$ cat src/ldsc_map.vh
// constants for the load diagnostic and sense control block
// Functional notes
// - faults latch, never switch channel off
// - config bits 8..6 disable each diagnostic
// - short check only while channel off
// - short live on pin, latched until read
// - off open-load checked every off period
// - off open-load pin releases, bit stays latched
// - on open-load drives pin, channel stays on
// - high ratio continuous; off read clears
// - high ratio on-read clears only if gone
// - low ratio sampled, fast slew only
// - internal pwm checks every 150 ms
// - direct input checks at each turn-off
// - config bit 5 ignores direct input
// - direct low ratio clears after clean check
// - two select bits pick sense source
// - overcurrent window disables sense, strobe high
// - track-hold bit, reset zero, picks mode
// - sync blanks after off; hold keeps sample
// - ratio bit picks ratio and thresholds
// - sync strobe low after settle until off
// - hold mode strobe high at switch-off
`ifndef LDSC_MAP_VH
`define LDSC_MAP_VH
`define LDSC_CFG_OL_ON_DIS 8
`define LDSC_CFG_OL_OFF_DIS 7
`define LDSC_CFG_SHORT_DIS 6
`define LDSC_CFG_DIR_DIS 5
`define LDSC_CFG_WIDTH 9
`define LDSC_CFG_RESET 9'h000
`define LDSC_FLT_SHORT 0
`define LDSC_FLT_OL_OFF 1
`define LDSC_FLT_OL_ON 2
`define LDSC_SEL_CH0 2'h1
`define LDSC_SEL_CH1 2'h2
`define LDSC_SEL_TEMP 2'h3
`define LDSC_CLK_HZ 50000000
`define LDSC_CHECK_PERIOD_MS 150
`define LDSC_CHECK_CYCLES ((`LDSC_CLK_HZ / 1000) * `LDSC_CHECK_PERIOD_MS)
`define LDSC_SETTLE_CYCLES 16
`endif

$ cat src/ldsc_channel.v
// one channel of fault latching and open-load-on timing
`timescale 1ns/10ps
`default_nettype none
`include "ldsc_map.vh"
module ldsc_channel #(
   parameter CHECK_CYCLES = `LDSC_CHECK_CYCLES
)
(
   input wire i_mclk, // system clock
   input wire i_reset_n, // async reset, active low
   input wire [`LDSC_CFG_WIDTH-1:0] i_cfg, // channel config bits
   input wire i_low_ratio, // 1 selects low sense ratio
   input wire i_fast_slew, // fast slew selected
   input wire i_int_pwm, // internal pwm drives the channel
   input wire i_pwm_on, // internal pwm gate
   input wire i_direct_in, // direct input pin
   input wire i_short_cmp, // output above short threshold
   input wire i_ol_off_cmp, // output above open-load threshold (off)
   input wire i_ol_on_cmp, // load current below open-load threshold (on)
   input wire i_fault_read, // fault register read strobe
   output reg o_on, // channel gate
   output reg o_off_edge, // one-cycle pulse at turn-off
   output wire o_live_fault, // enabled live fault present
   output reg [2:0] o_fault_data, // read data, pre-clear bits
   output reg [2:0] o_faults // latched fault bits
);
   reg [31:0] period_cnt; // time since last low-ratio check
   reg [31:0] on_cnt; // unbroken on time, for 100% duty
   reg clean_check; // last low-ratio check found no fault
   reg ol_on_live; // live open-load-on indication
   wire gate; // selected gate source
   wire short_en; // short check enabled
   wire off_en; // off open-load enabled
   wire on_en; // on open-load enabled
   wire period_done; // 150 ms elapsed
   wire on_done; // on for a whole period without a turn-off
   wire check_now; // low-ratio check instant
   wire short_set; // short event
   wire off_set; // off open-load event
   wire on_set; // on open-load event
   wire on_clr; // open-load-on clear on read
   assign gate = i_int_pwm ? i_pwm_on :
                 (i_direct_in & ~i_cfg[`LDSC_CFG_DIR_DIS]);
   assign short_en = ~i_cfg[`LDSC_CFG_SHORT_DIS];
   assign off_en = ~i_cfg[`LDSC_CFG_OL_OFF_DIS];
   assign on_en = ~i_cfg[`LDSC_CFG_OL_ON_DIS];
   assign period_done = (period_cnt >= CHECK_CYCLES - 1);
   assign on_done = (on_cnt >= CHECK_CYCLES - 1);
   // low ratio checks only on fast slew; internal pwm also checks at 100% duty
   assign check_now = i_low_ratio & i_fast_slew & on_en & o_on &
                      (i_int_pwm ? (period_done & (~gate | on_done)) : ~gate);
   assign short_set = short_en & ~o_on & i_short_cmp;
   assign off_set = off_en & ~o_on & i_ol_off_cmp;
   assign on_set = i_low_ratio ? (check_now & i_ol_on_cmp) :
                   (on_en & o_on & i_ol_on_cmp);
   // clear condition depends on ratio and mode
   assign on_clr = i_low_ratio ? (~i_int_pwm ? clean_check : 1'b1) :
                   (~o_on | ~i_ol_on_cmp);
   assign o_live_fault = short_set | off_set | ol_on_live;
   ////////////////////////////////////////////////////////////////////
   // gate follows command only; faults never turn off
   always @(posedge i_mclk or negedge i_reset_n)
   begin
      if (!i_reset_n)
      begin
         o_on <= 1'b0;
         o_off_edge <= 1'b0;
      end
      else
      begin
         o_on <= gate;
         o_off_edge <= o_on & ~gate;
      end
   end
   ////////////////////////////////////////////////////////////////////
   // periodic timer; holds at period end until the check, restarts per check
   always @(posedge i_mclk or negedge i_reset_n)
   begin
      if (!i_reset_n)
         period_cnt <= 32'h00000000;
      else if (check_now)
         period_cnt <= 32'h00000000;
      else if (!period_done)
         period_cnt <= period_cnt + 32'h00000001;
   end
   ////////////////////////////////////////////////////////////////////
   // on-time counter; without it a pwm that never turns off is never checked
   always @(posedge i_mclk or negedge i_reset_n)
   begin
      if (!i_reset_n)
         on_cnt <= 32'h00000000;
      else if (!o_on || check_now)
         on_cnt <= 32'h00000000;
      else if (!on_done)
         on_cnt <= on_cnt + 32'h00000001;
   end
   ////////////////////////////////////////////////////////////////////
   // live open-load-on: continuous at high ratio, sampled at low ratio
   always @(posedge i_mclk or negedge i_reset_n)
   begin
      if (!i_reset_n)
      begin
         ol_on_live <= 1'b0;
         clean_check <= 1'b0;
      end
      else
      begin
         if (!i_low_ratio)
            ol_on_live <= on_en & o_on & i_ol_on_cmp;
         else if (check_now)
            ol_on_live <= i_ol_on_cmp;
         else if (!on_en)
            ol_on_live <= 1'b0;
         if (check_now)
            clean_check <= ~i_ol_on_cmp;
      end
   end
   ////////////////////////////////////////////////////////////////////
   // latched fault bits; set wins over read clear
   always @(posedge i_mclk or negedge i_reset_n)
   begin
      if (!i_reset_n)
      begin
         o_faults <= 3'h0;
         o_fault_data <= 3'h0;
      end
      else
      begin
         if (i_fault_read)
            o_fault_data <= o_faults;
         o_faults[`LDSC_FLT_SHORT] <= short_set |
            (o_faults[`LDSC_FLT_SHORT] & ~i_fault_read);
         o_faults[`LDSC_FLT_OL_OFF] <= off_set |
            (o_faults[`LDSC_FLT_OL_OFF] & ~i_fault_read);
         o_faults[`LDSC_FLT_OL_ON] <= on_set |
            (o_faults[`LDSC_FLT_OL_ON] & ~(i_fault_read & on_clr));
      end
   end
endmodule // ldsc_channel
`default_nettype wire

$ cat src/ldsc_top.v
// two-channel diagnostic and current-sense control
`timescale 1ns/10ps
`default_nettype none
`include "ldsc_map.vh"
module ldsc_top #(
   parameter CHECK_CYCLES = `LDSC_CHECK_CYCLES, // low-ratio check period
   parameter SETTLE_CYCLES = `LDSC_SETTLE_CYCLES // sense settling time
)
(
   input wire i_mclk, // system clock
   input wire i_reset_n, // async reset, active low
   input wire [`LDSC_CFG_WIDTH-1:0] i_cfg0, // channel 0 config
   input wire [`LDSC_CFG_WIDTH-1:0] i_cfg1, // channel 1 config
   input wire [1:0] i_sense_sel, // sense select bits b,a
   input wire i_track_hold, // 1 track-and-hold, 0 synchronous
   input wire i_low_ratio, // sense ratio bit
   input wire [1:0] i_fast_slew, // fast slew per channel
   input wire [1:0] i_int_pwm, // internal pwm mode per channel
   input wire [1:0] i_pwm_on, // internal pwm gate per channel
   input wire [1:0] i_direct_in, // direct input pins
   input wire [1:0] i_short_cmp, // short comparators
   input wire [1:0] i_ol_off_cmp, // off open-load comparators
   input wire [1:0] i_ol_on_cmp, // on open-load comparators
   input wire [1:0] i_oc_window, // overcurrent window active
   input wire i_fault_read, // fault register read strobe
   output wire [1:0] o_on, // channel gates
   output wire [5:0] o_faults, // latched bits, ch1 in [5:3]
   output wire [5:0] o_fault_data, // read data, ch1 in [5:3]
   output reg o_fault_status_n, // fault status pin, active low
   output reg o_sense_valid_strobe_n, // sense valid sync, active low
   output reg [1:0] o_sense_src, // 0 none, 1 ch0, 2 ch1, 3 temp
   output reg o_sense_hold, // sense presents held sample
   output reg o_sense_low_ratio, // ratio for sense mirror
   output reg o_oc_low_thresh // low overcurrent threshold set
);
   wire [1:0] live; // live faults per channel
   wire [1:0] off_edge; // turn-off pulses
   reg [15:0] settle_cnt; // settle timer
   reg [1:0] src; // next sense source
   wire ch_sel; // sensed channel index
   wire sel_is_ch; // a channel is sensed
   wire sel_on; // sensed channel is on
   wire sel_off_edge; // sensed channel turning off
   wire sel_oc; // overcurrent window on sensed channel
   genvar g;
   ////////////////////////////////////////////////////////////////////
   // per-channel diagnostics
   generate
      for (g = 0; g < 2; g = g + 1)
      begin : ch
         ldsc_channel #(
            .CHECK_CYCLES(CHECK_CYCLES)
         ) u_ch (
            .i_mclk(i_mclk),
            .i_reset_n(i_reset_n),
            .i_cfg(g == 0 ? i_cfg0 : i_cfg1),
            .i_low_ratio(i_low_ratio),
            .i_fast_slew(i_fast_slew[g]),
            .i_int_pwm(i_int_pwm[g]),
            .i_pwm_on(i_pwm_on[g]),
            .i_direct_in(i_direct_in[g]),
            .i_short_cmp(i_short_cmp[g]),
            .i_ol_off_cmp(i_ol_off_cmp[g]),
            .i_ol_on_cmp(i_ol_on_cmp[g]),
            .i_fault_read(i_fault_read),
            .o_on(o_on[g]),
            .o_off_edge(off_edge[g]),
            .o_live_fault(live[g]),
            .o_fault_data(o_fault_data[g*3+2:g*3]),
            .o_faults(o_faults[g*3+2:g*3])
         );
      end
   endgenerate
   assign ch_sel = (i_sense_sel == `LDSC_SEL_CH1);
   assign sel_is_ch = (i_sense_sel == `LDSC_SEL_CH0) | (i_sense_sel == `LDSC_SEL_CH1);
   assign sel_on = sel_is_ch & o_on[ch_sel];
   assign sel_off_edge = sel_is_ch & off_edge[ch_sel];
   assign sel_oc = sel_is_ch & i_oc_window[ch_sel];
   ////////////////////////////////////////////////////////////////////
   // fault pin: registered OR of enabled live faults
   always @(posedge i_mclk or negedge i_reset_n)
   begin
      if (!i_reset_n)
         o_fault_status_n <= 1'b1;
      else
         o_fault_status_n <= ~(|live);
   end
   ////////////////////////////////////////////////////////////////////
   // ratio and threshold set follow the ratio bit
   always @(posedge i_mclk or negedge i_reset_n)
   begin
      if (!i_reset_n)
      begin
         o_sense_low_ratio <= 1'b0;
         o_oc_low_thresh <= 1'b0;
      end
      else
      begin
         o_sense_low_ratio <= i_low_ratio;
         o_oc_low_thresh <= i_low_ratio;
      end
   end
   ////////////////////////////////////////////////////////////////////
   // sense source: blank during overcurrent, or after off in sync mode
   always @*
   begin
      src = i_sense_sel;
      if (sel_oc)
         src = 2'h0;
      else if (sel_is_ch & ~sel_on & ~i_track_hold)
         src = 2'h0;
   end
   ////////////////////////////////////////////////////////////////////
   // settle timer and sense-valid strobe
   always @(posedge i_mclk or negedge i_reset_n)
   begin
      if (!i_reset_n)
      begin
         settle_cnt <= 16'h0000;
         o_sense_valid_strobe_n <= 1'b1;
         o_sense_src <= 2'h0;
         o_sense_hold <= 1'b0;
      end
      else
      begin
         o_sense_src <= src;
         if (sel_oc | ~sel_on)
         begin
            settle_cnt <= 16'h0000;
            o_sense_valid_strobe_n <= 1'b1;
         end
         else if (settle_cnt < SETTLE_CYCLES[15:0])
            settle_cnt <= settle_cnt + 16'h0001;
         else
            o_sense_valid_strobe_n <= 1'b0;
         // hold mode: sample at switch-off, drop at next turn-on
         if (!i_track_hold | sel_oc)
            o_sense_hold <= 1'b0;
         else if (sel_off_edge)
            o_sense_hold <= 1'b1;
         else if (sel_on)
            o_sense_hold <= 1'b0;
      end
   end
endmodule // ldsc_top
`default_nettype wire

$ cat config.mk
export PLATFORM = sky130hd
export DESIGN_NAME = ldsc_top
export DESIGN_NICKNAME = d
export VERILOG_FILES = /design/src/ldsc_channel.v /design/src/ldsc_top.v
export VERILOG_INCLUDE_DIRS = /design/src /design/src/src
export SDC_FILE = /design/constraint.sdc
export NUM_CORES = 1
export LEC_CHECK = 0
export ABC_AREA = 1
export BUFFER_PORTS_ARGS = -buffer_cell sky130_fd_sc_hd__buf_4
export CAP_MARGIN = 20
export CORE_ASPECT_RATIO = 0.9
export CORE_MARGIN = 10
export CORE_UTILIZATION = 60
export CTS_CLUSTER_DIAMETER = 30
export DETAILED_ROUTE_END_ITERATION = 16
export PLACE_DENSITY = 0.76
export SKIP_CTS_REPAIR_TIMING = 1
export SYNTH_ARGS = -nofsm -noshare
export SYNTH_HDL_FRONTEND = slang
export SYNTH_SLANG_ARGS = --single-unit
$ cat constraint.sdc
create_clock -name i_mclk -period 2.1 [get_ports i_mclk]
set_input_delay 0.315 -clock i_mclk [delete_from_list [all_inputs] [get_ports i_mclk]]
set_output_delay 0.315 -clock i_mclk [all_outputs]
set_load 0.005 [all_outputs]
Word level (Yosys, flattened, before mapping)
Cells that the tools add are included.
{ "op_classes": {"n_addsub": 5, "multipliers": 0, "div": 0, "magnitude_cmp": 6, "n_eq_ne": 9, "n_shift": 0, "n_mux": 39, "bitwise_logic": 78, "reduce_logical": 8} }
{ "ops": {"columns": ["operator", "count"], "rows": [
  ["$mux 32", 8],
  ["$add 32x1->32 const B", 4],
  ["$ge 32x23->1 const B", 4],
  ["$and 1x1->1", 41],
  ["$mux 16", 2],
  ["$mux 1", 27],
  ["$not 1->1", 20],
  ["$or 1x1->1", 17],
  ["$add 16x1->16 const B", 1],
  ["$lt 16x5->1 const B", 1],
  ["$ne 2x2->1 const B", 5],
  ["$ne 3x2->1 const B", 2],
  ["$mux 2", 2],
  ["$logic_not 1->1", 3],
  ["$reduce_bool 3->1", 1],
  ["$eq 2x1->1 const B", 1],
  ["$eq 2x2->1 const B", 1],
  ["$logic_or 1x1->1", 2],
  ["$lt 1x2->1 const B", 1],
  ["$reduce_bool 2->1", 1],
  ["$reduce_or 2->1", 1]
]} }
{ "word_totals": {"reg_bits": 170, "latchBits": 0, "ram_bits": 0, "romBits": 0, "input_bits": 41, "out_inout_bits": 21, "elab_cells": 167, "n_memories": 0} }

Logic depth before layout (Yosys ltp)
{ "depth": {"ltp_word": 11, "ltp_mapped": 16, "depth_no_buf": 15} }

Hierarchy
From an unflattened synthesis, not the netlist that was laid out.
{ "hier_totals": {"hier_cells": 1140, "area_unflattened_um2": 8864.8} }
{ "by_module_without_submodules": {"columns": ["module", "n_inst", "cells_each", "area_per_inst_um2", "seq_area_each_um2"], "rows": [
  ["ldsc_channel (ch[1].u_ch)", 1, 524, 3930.0, 1851.8],
  ["ldsc_channel (ch[0].u_ch)", 1, 496, 3876.2, 1851.8],
  ["ldsc_top", 1, 120, 1058.5, 553.0]
]} }

Worst setup path after synthesis
Ideal clock, no wire load.
{ "synth_path": {"path_kind": "reg2reg", "start": "register ch[0].u_ch.on_cnt[0]", "end": "register ch[0].u_ch.on_cnt[2]", "setup_time_ns": 0.124, "arrival_time_ns": 1.620, "required_ns": 1.976, "setup_slack_ns": 0.357, "stages_incl_launch_ff": 15, "path_buffers": 1, "period_less_slack_ns": 1.743, "path_cell_list": "dfrtp_1 -> ha_1 -> nand2_2 -> nor2_4 -> nand2_1 -> nand2_1 -> nand2_1 -> nand2_1 -> nand2_2 -> nand2_2 -> inv_2 -> buf_6 -> nand2_1 -> xor2_1 -> nor2_4"} }
{ "synth_via": {"elab_chain_cells": 7, "word_cells_on_any_way": 10, "cone_classes": "1 x add/sub; 1 x order compare; 1 x eq/ne; 3 x mux; 3 x bitwise; 1 x reduce/logical"} }
{ "synth_rtl": {"columns": ["element", "line_no", "source"], "rows": [
  ["start: declaration", "ldsc_channel.v:28", "reg [31:0] on_cnt;"],
  ["start signal: assignment", "ldsc_channel.v:95", "on_cnt <= on_cnt + 32'h00000001;"],
  ["$ge 32x23->1", "ldsc_channel.v:48", "assign on_done = (on_cnt >= CHECK_CYCLES - 1);"],
  ["$or 1x1->1", "ldsc_channel.v:51", "(i_int_pwm ? (period_done & (~gate | on_done)) : ~gate);"],
  ["$and 1x1->1", "ldsc_channel.v:51", null],
  ["$mux 1", "ldsc_channel.v:51", null],
  ["$and 1x1->1", "ldsc_channel.v:50", "assign check_now = i_low_ratio & i_fast_slew & on_en & o_on &"],
  ["$logic_or 1x1->1", "ldsc_channel.v:92", "else if (!o_on || check_now)"],
  ["$ne 2x2->1 (no source line) / $mux 32 (equally long branches)", null, null]
]} }
Parallel ways exist; a longest one is shown, timed or not. The select of a mux whose other input is x is not followed.
A chain may end at the register's enable or synchronous reset.

Worst setup path in the final report
{ "layout_path": {"start": "register ch[1].u_ch.o_on", "end": "register ch[1].u_ch.on_cnt[20]"} }
{ "layout_via": {"elab_chain_cells": 4, "word_cells_on_any_way": 6, "cone_classes": "1 x eq/ne; 1 x mux; 2 x bitwise; 2 x reduce/logical"} }
{ "layout_rtl": {"columns": ["element", "line_no", "source"], "rows": [
  ["start: declaration", "ldsc_channel.v:21", "output reg o_on,"],
  ["start signal: assignment", "ldsc_channel.v:71", "o_on <= gate;"],
  ["$and 1x1->1 (2 in series)", "ldsc_channel.v:50", null],
  ["$logic_or 1x1->1 (*)", "ldsc_channel.v:92", null],
  ["$ne 2x2->1 (no source line) / $mux 32 (equally long branches)", null, null],
  ["end signal: assignment", "ldsc_channel.v:95", null],
  ["end: declaration", "ldsc_channel.v:28", null]
]} }
Mark *: on every way between the ends. The rest lies on a longest branch, timed or not.

==> impl_metrics.ini <==
[global_route]
grtUsageTotal = 0.190
antenna_found_initial = 0
grt_start_max_net_pins = 57
grt_overflow = 0
grt_pass1_vias = 6761
grt_pass1_wl_um = 31300

[finish]
layoutNonFillerInstCount = 1387
drive_gt1_frac = 0.142
area_growth_pct = 17.1
diodes = 0
fin_nets = 1228

[hold_path]
hp-class = in -> reg
min-delay-start = i_short_cmp[0]

[logic_synthesis]
netlist_instances = 1103
synth-edff-count = 0
syn_area_per_cell_um2 = 7.85
synth_fp_nets = 1150
syn_area_mm2 = 0.00865
post-synth-top-area-cell = dfrtp_1
yosysWarnings = 0
synth_seq_cells = 170
yosysUniqueCellTypes = 46
synth_area_leaders = dfrtp_1, nor2_1, nand2_1
synth_most_common_cell = nor2_1
synth_top_area_frac = 0.486
async_flop_share = 1.00
synth_seq_area_share = 0.492
yosys-top-cells-count = nor2_1, nand2_1, dfrtp_1, inv_1, nand3_1
ys_dominant_reg_cell = dfrtp_1

[worst_setup_path]
critical_path.startpoint = ch[1].u_ch.o_on
worstPathMaxFanout = 16
cp-start-kind = flip-flop
end_kind = flip-flop
crit_type = reg -> reg
worstPathRequired_ps = 2420
reg2reg_from = ch[1].u_ch.o_on
crit_arrival_ps = 2250

[die]
io_pins = 62
die_area_mm2 = 0.0196
core_area_mm2 = 0.0141
start_util = 0.616
rows = 41
die_h_um = 134
die_w_um = 147

[clock_network]
clkTransAtPathRegs_ps = 70
cts-buffers-inserted = 17
cts_tree = yes
h-tree-depth = 4
clk_latency_ps = 430
cts_max_path_buffers = 2
ctsRootBufferMaster = clkbuf_16
clock_sinks = 170

[route]
vias = 7101
wl_per_cell_um = 13.2
drt-vias-per-instance = 5.12
finalWirelength_um = 18300
drtAntennaViolNets = 0
firstDrtPassIters = 5
dr.first_iter.drc_count = 519
drc = 0

[timing]
timing.hold.ws_ps = 104
fin_crit_sh = 0.919
tightestPinTransition_ps = 440
fmax_mhz = 518
finalCriticalPeriod_ps = 1930
clock_skew_ps = 9.82
fin_ws_ps = 169
hold_violations = 0
slew_viol_final = 0
fin_setup_tns_ps = 0
relSlewSlack = 0.706
setup_violations = 0

[power]
power.density_mw_per_mm2 = 805
power.clock.fraction = 0.391
share_comb_of_total_power = 0.137
p_leak_uw = 0.00482
p_switching_uw = 2210
sequentialPowerShare = 0.471
ir_drop_mv = 0.593
swShare = 0.270
p_int_uw = 5950

[placed_design]
port-buffer-count = 51
hpwl_um = 13000
dp_slack_ps = 102
place.gp.congestion = 0.897
placed_cells = 1348

[run]
cap_violations = 0

[outcome]
status = finished clean
## through the flow
step	power, µW	instance area (µm²)	util
final	8160	10100	0.721
after global routing	8560	10100	0.721
after CTS	8140	9990	0.711
after detailed placement	4950	9390	0.668
after global placement	4900	9390	0.668
after floorplan	4510	8650	-
## power groups by stage
stage	combinational (µW)	clock, µW	sequential [µW]
after floorplan	671	0	3840
after global placement	1010	0	3890
after detailed placement	1050	0	3900
after CTS	1050	3240	3850
after global routing	1280	3390	3890
final	1120	3190	3840
## critical path: stages (launching register included)
cell and delay (ps):
dfrtp_1 550, inv_1 130, or2_2 310, nor3_1 330
nand2_4 150, nand2_4 120, clkbuf_16 180, nor2_1 50
## cell families (layout without fill, tap and decap cells)
kind of cell | count (synthesis) | count (layout) | share of synthesized area
xor gates and xnor gates | 43 | 43 | 0.0435
DFF | 170 | 170 | 0.492
and+or+nand+nor | 644 | 644 | 0.328
buffers and inverters | 184 | 275 | 0.0891
muxes | 1 | 1 | 0.00130
AOI/OAI and AO/OA | 55 | 55 | 0.0379
adders and majority gates | 6 | 6 | 0.00868
## placed cells by master, fill, tap and decap left out, types with 2 or more instances in the layout
cell / count
buf_12: 7
a21oi_1: 20
nor2_1: 241
o31ai_1: 3
buf_6: 3
clkinv_4: 3
buf_4: 70
dfstp_2: 2
nand3_1: 58
nor3_2: 4
inv_6: 2
xor2_1: 33
nand2_1: 227
nor2_2: 9
nor3_1: 32
nor4_1: 3
nor3b_1: 4
nand3b_1: 4
nand3_2: 2
a21o_1: 2
dfrtp_1: 168
inv_1: 153
o21bai_1: 5
o21ai_1: 5
xnor2_1: 10
clkinvlp_4: 4
nand2_4: 9
nand4_1: 29
a31o_2: 2
inv_2: 5
inv_4: 2
clkbuf_16: 18
ha_1: 6
o21ai_0: 10
nand2_2: 6
clkbuf_1: 2
a31oi_1: 2
bufinv_16: 3
nor2_4: 11
## per-layer routing
layer,up-vias,global-route usage,share of wire
li1,3586,-,-
met1,3340,0.257,0.47
met2,146,0.296,0.46
met3,29,0.0464,0.047
met4,0,0.0617,0.019
met5,-,0,0
## area by class of cell
type	instances	area (µm²)
Clock inverter	13	169
Fill cell	1130	3930
Timing Repair Buffer	83	739
Multi-Input combinational cell	749	3680
Inverter	160	606
Tap cell	193	241
Clock buffer	19	433
Sequential cell	170	4260
## sequential cells by signal (all words and copies together), names as in the netlist, 2 cells and up
name / flops
ch.u_ch.clean_check: 2
ch.u_ch.o_fault_data: 6
ch.u_ch.o_faults: 6
ch.u_ch.o_off_edge: 2
ch.u_ch.o_on: 2
ch.u_ch.ol_on_live: 2
ch.u_ch.on_cnt: 64
ch.u_ch.period_cnt: 64
o_sense_src: 2
settle_cnt: 16
## worst paths after layout
kind / endpoint / slack (ps) / cells after the start
worst max-delay path: ch[1].u_ch.on_cnt[20] / 170 / 7
worst min-delay path: ch[0].u_ch.o_faults[0] / 100 / 3
worst max register to register: ch[1].u_ch.on_cnt[20] / 170 / 7
worst min register to register: o_fault_status_n / 410 / 1
max in group asynchronous: o_fault_status_n / 1060 / 3
min in group asynchronous: ch[1].u_ch.on_cnt[2] / 360 / 2
(Power assumes the default switching activity.)
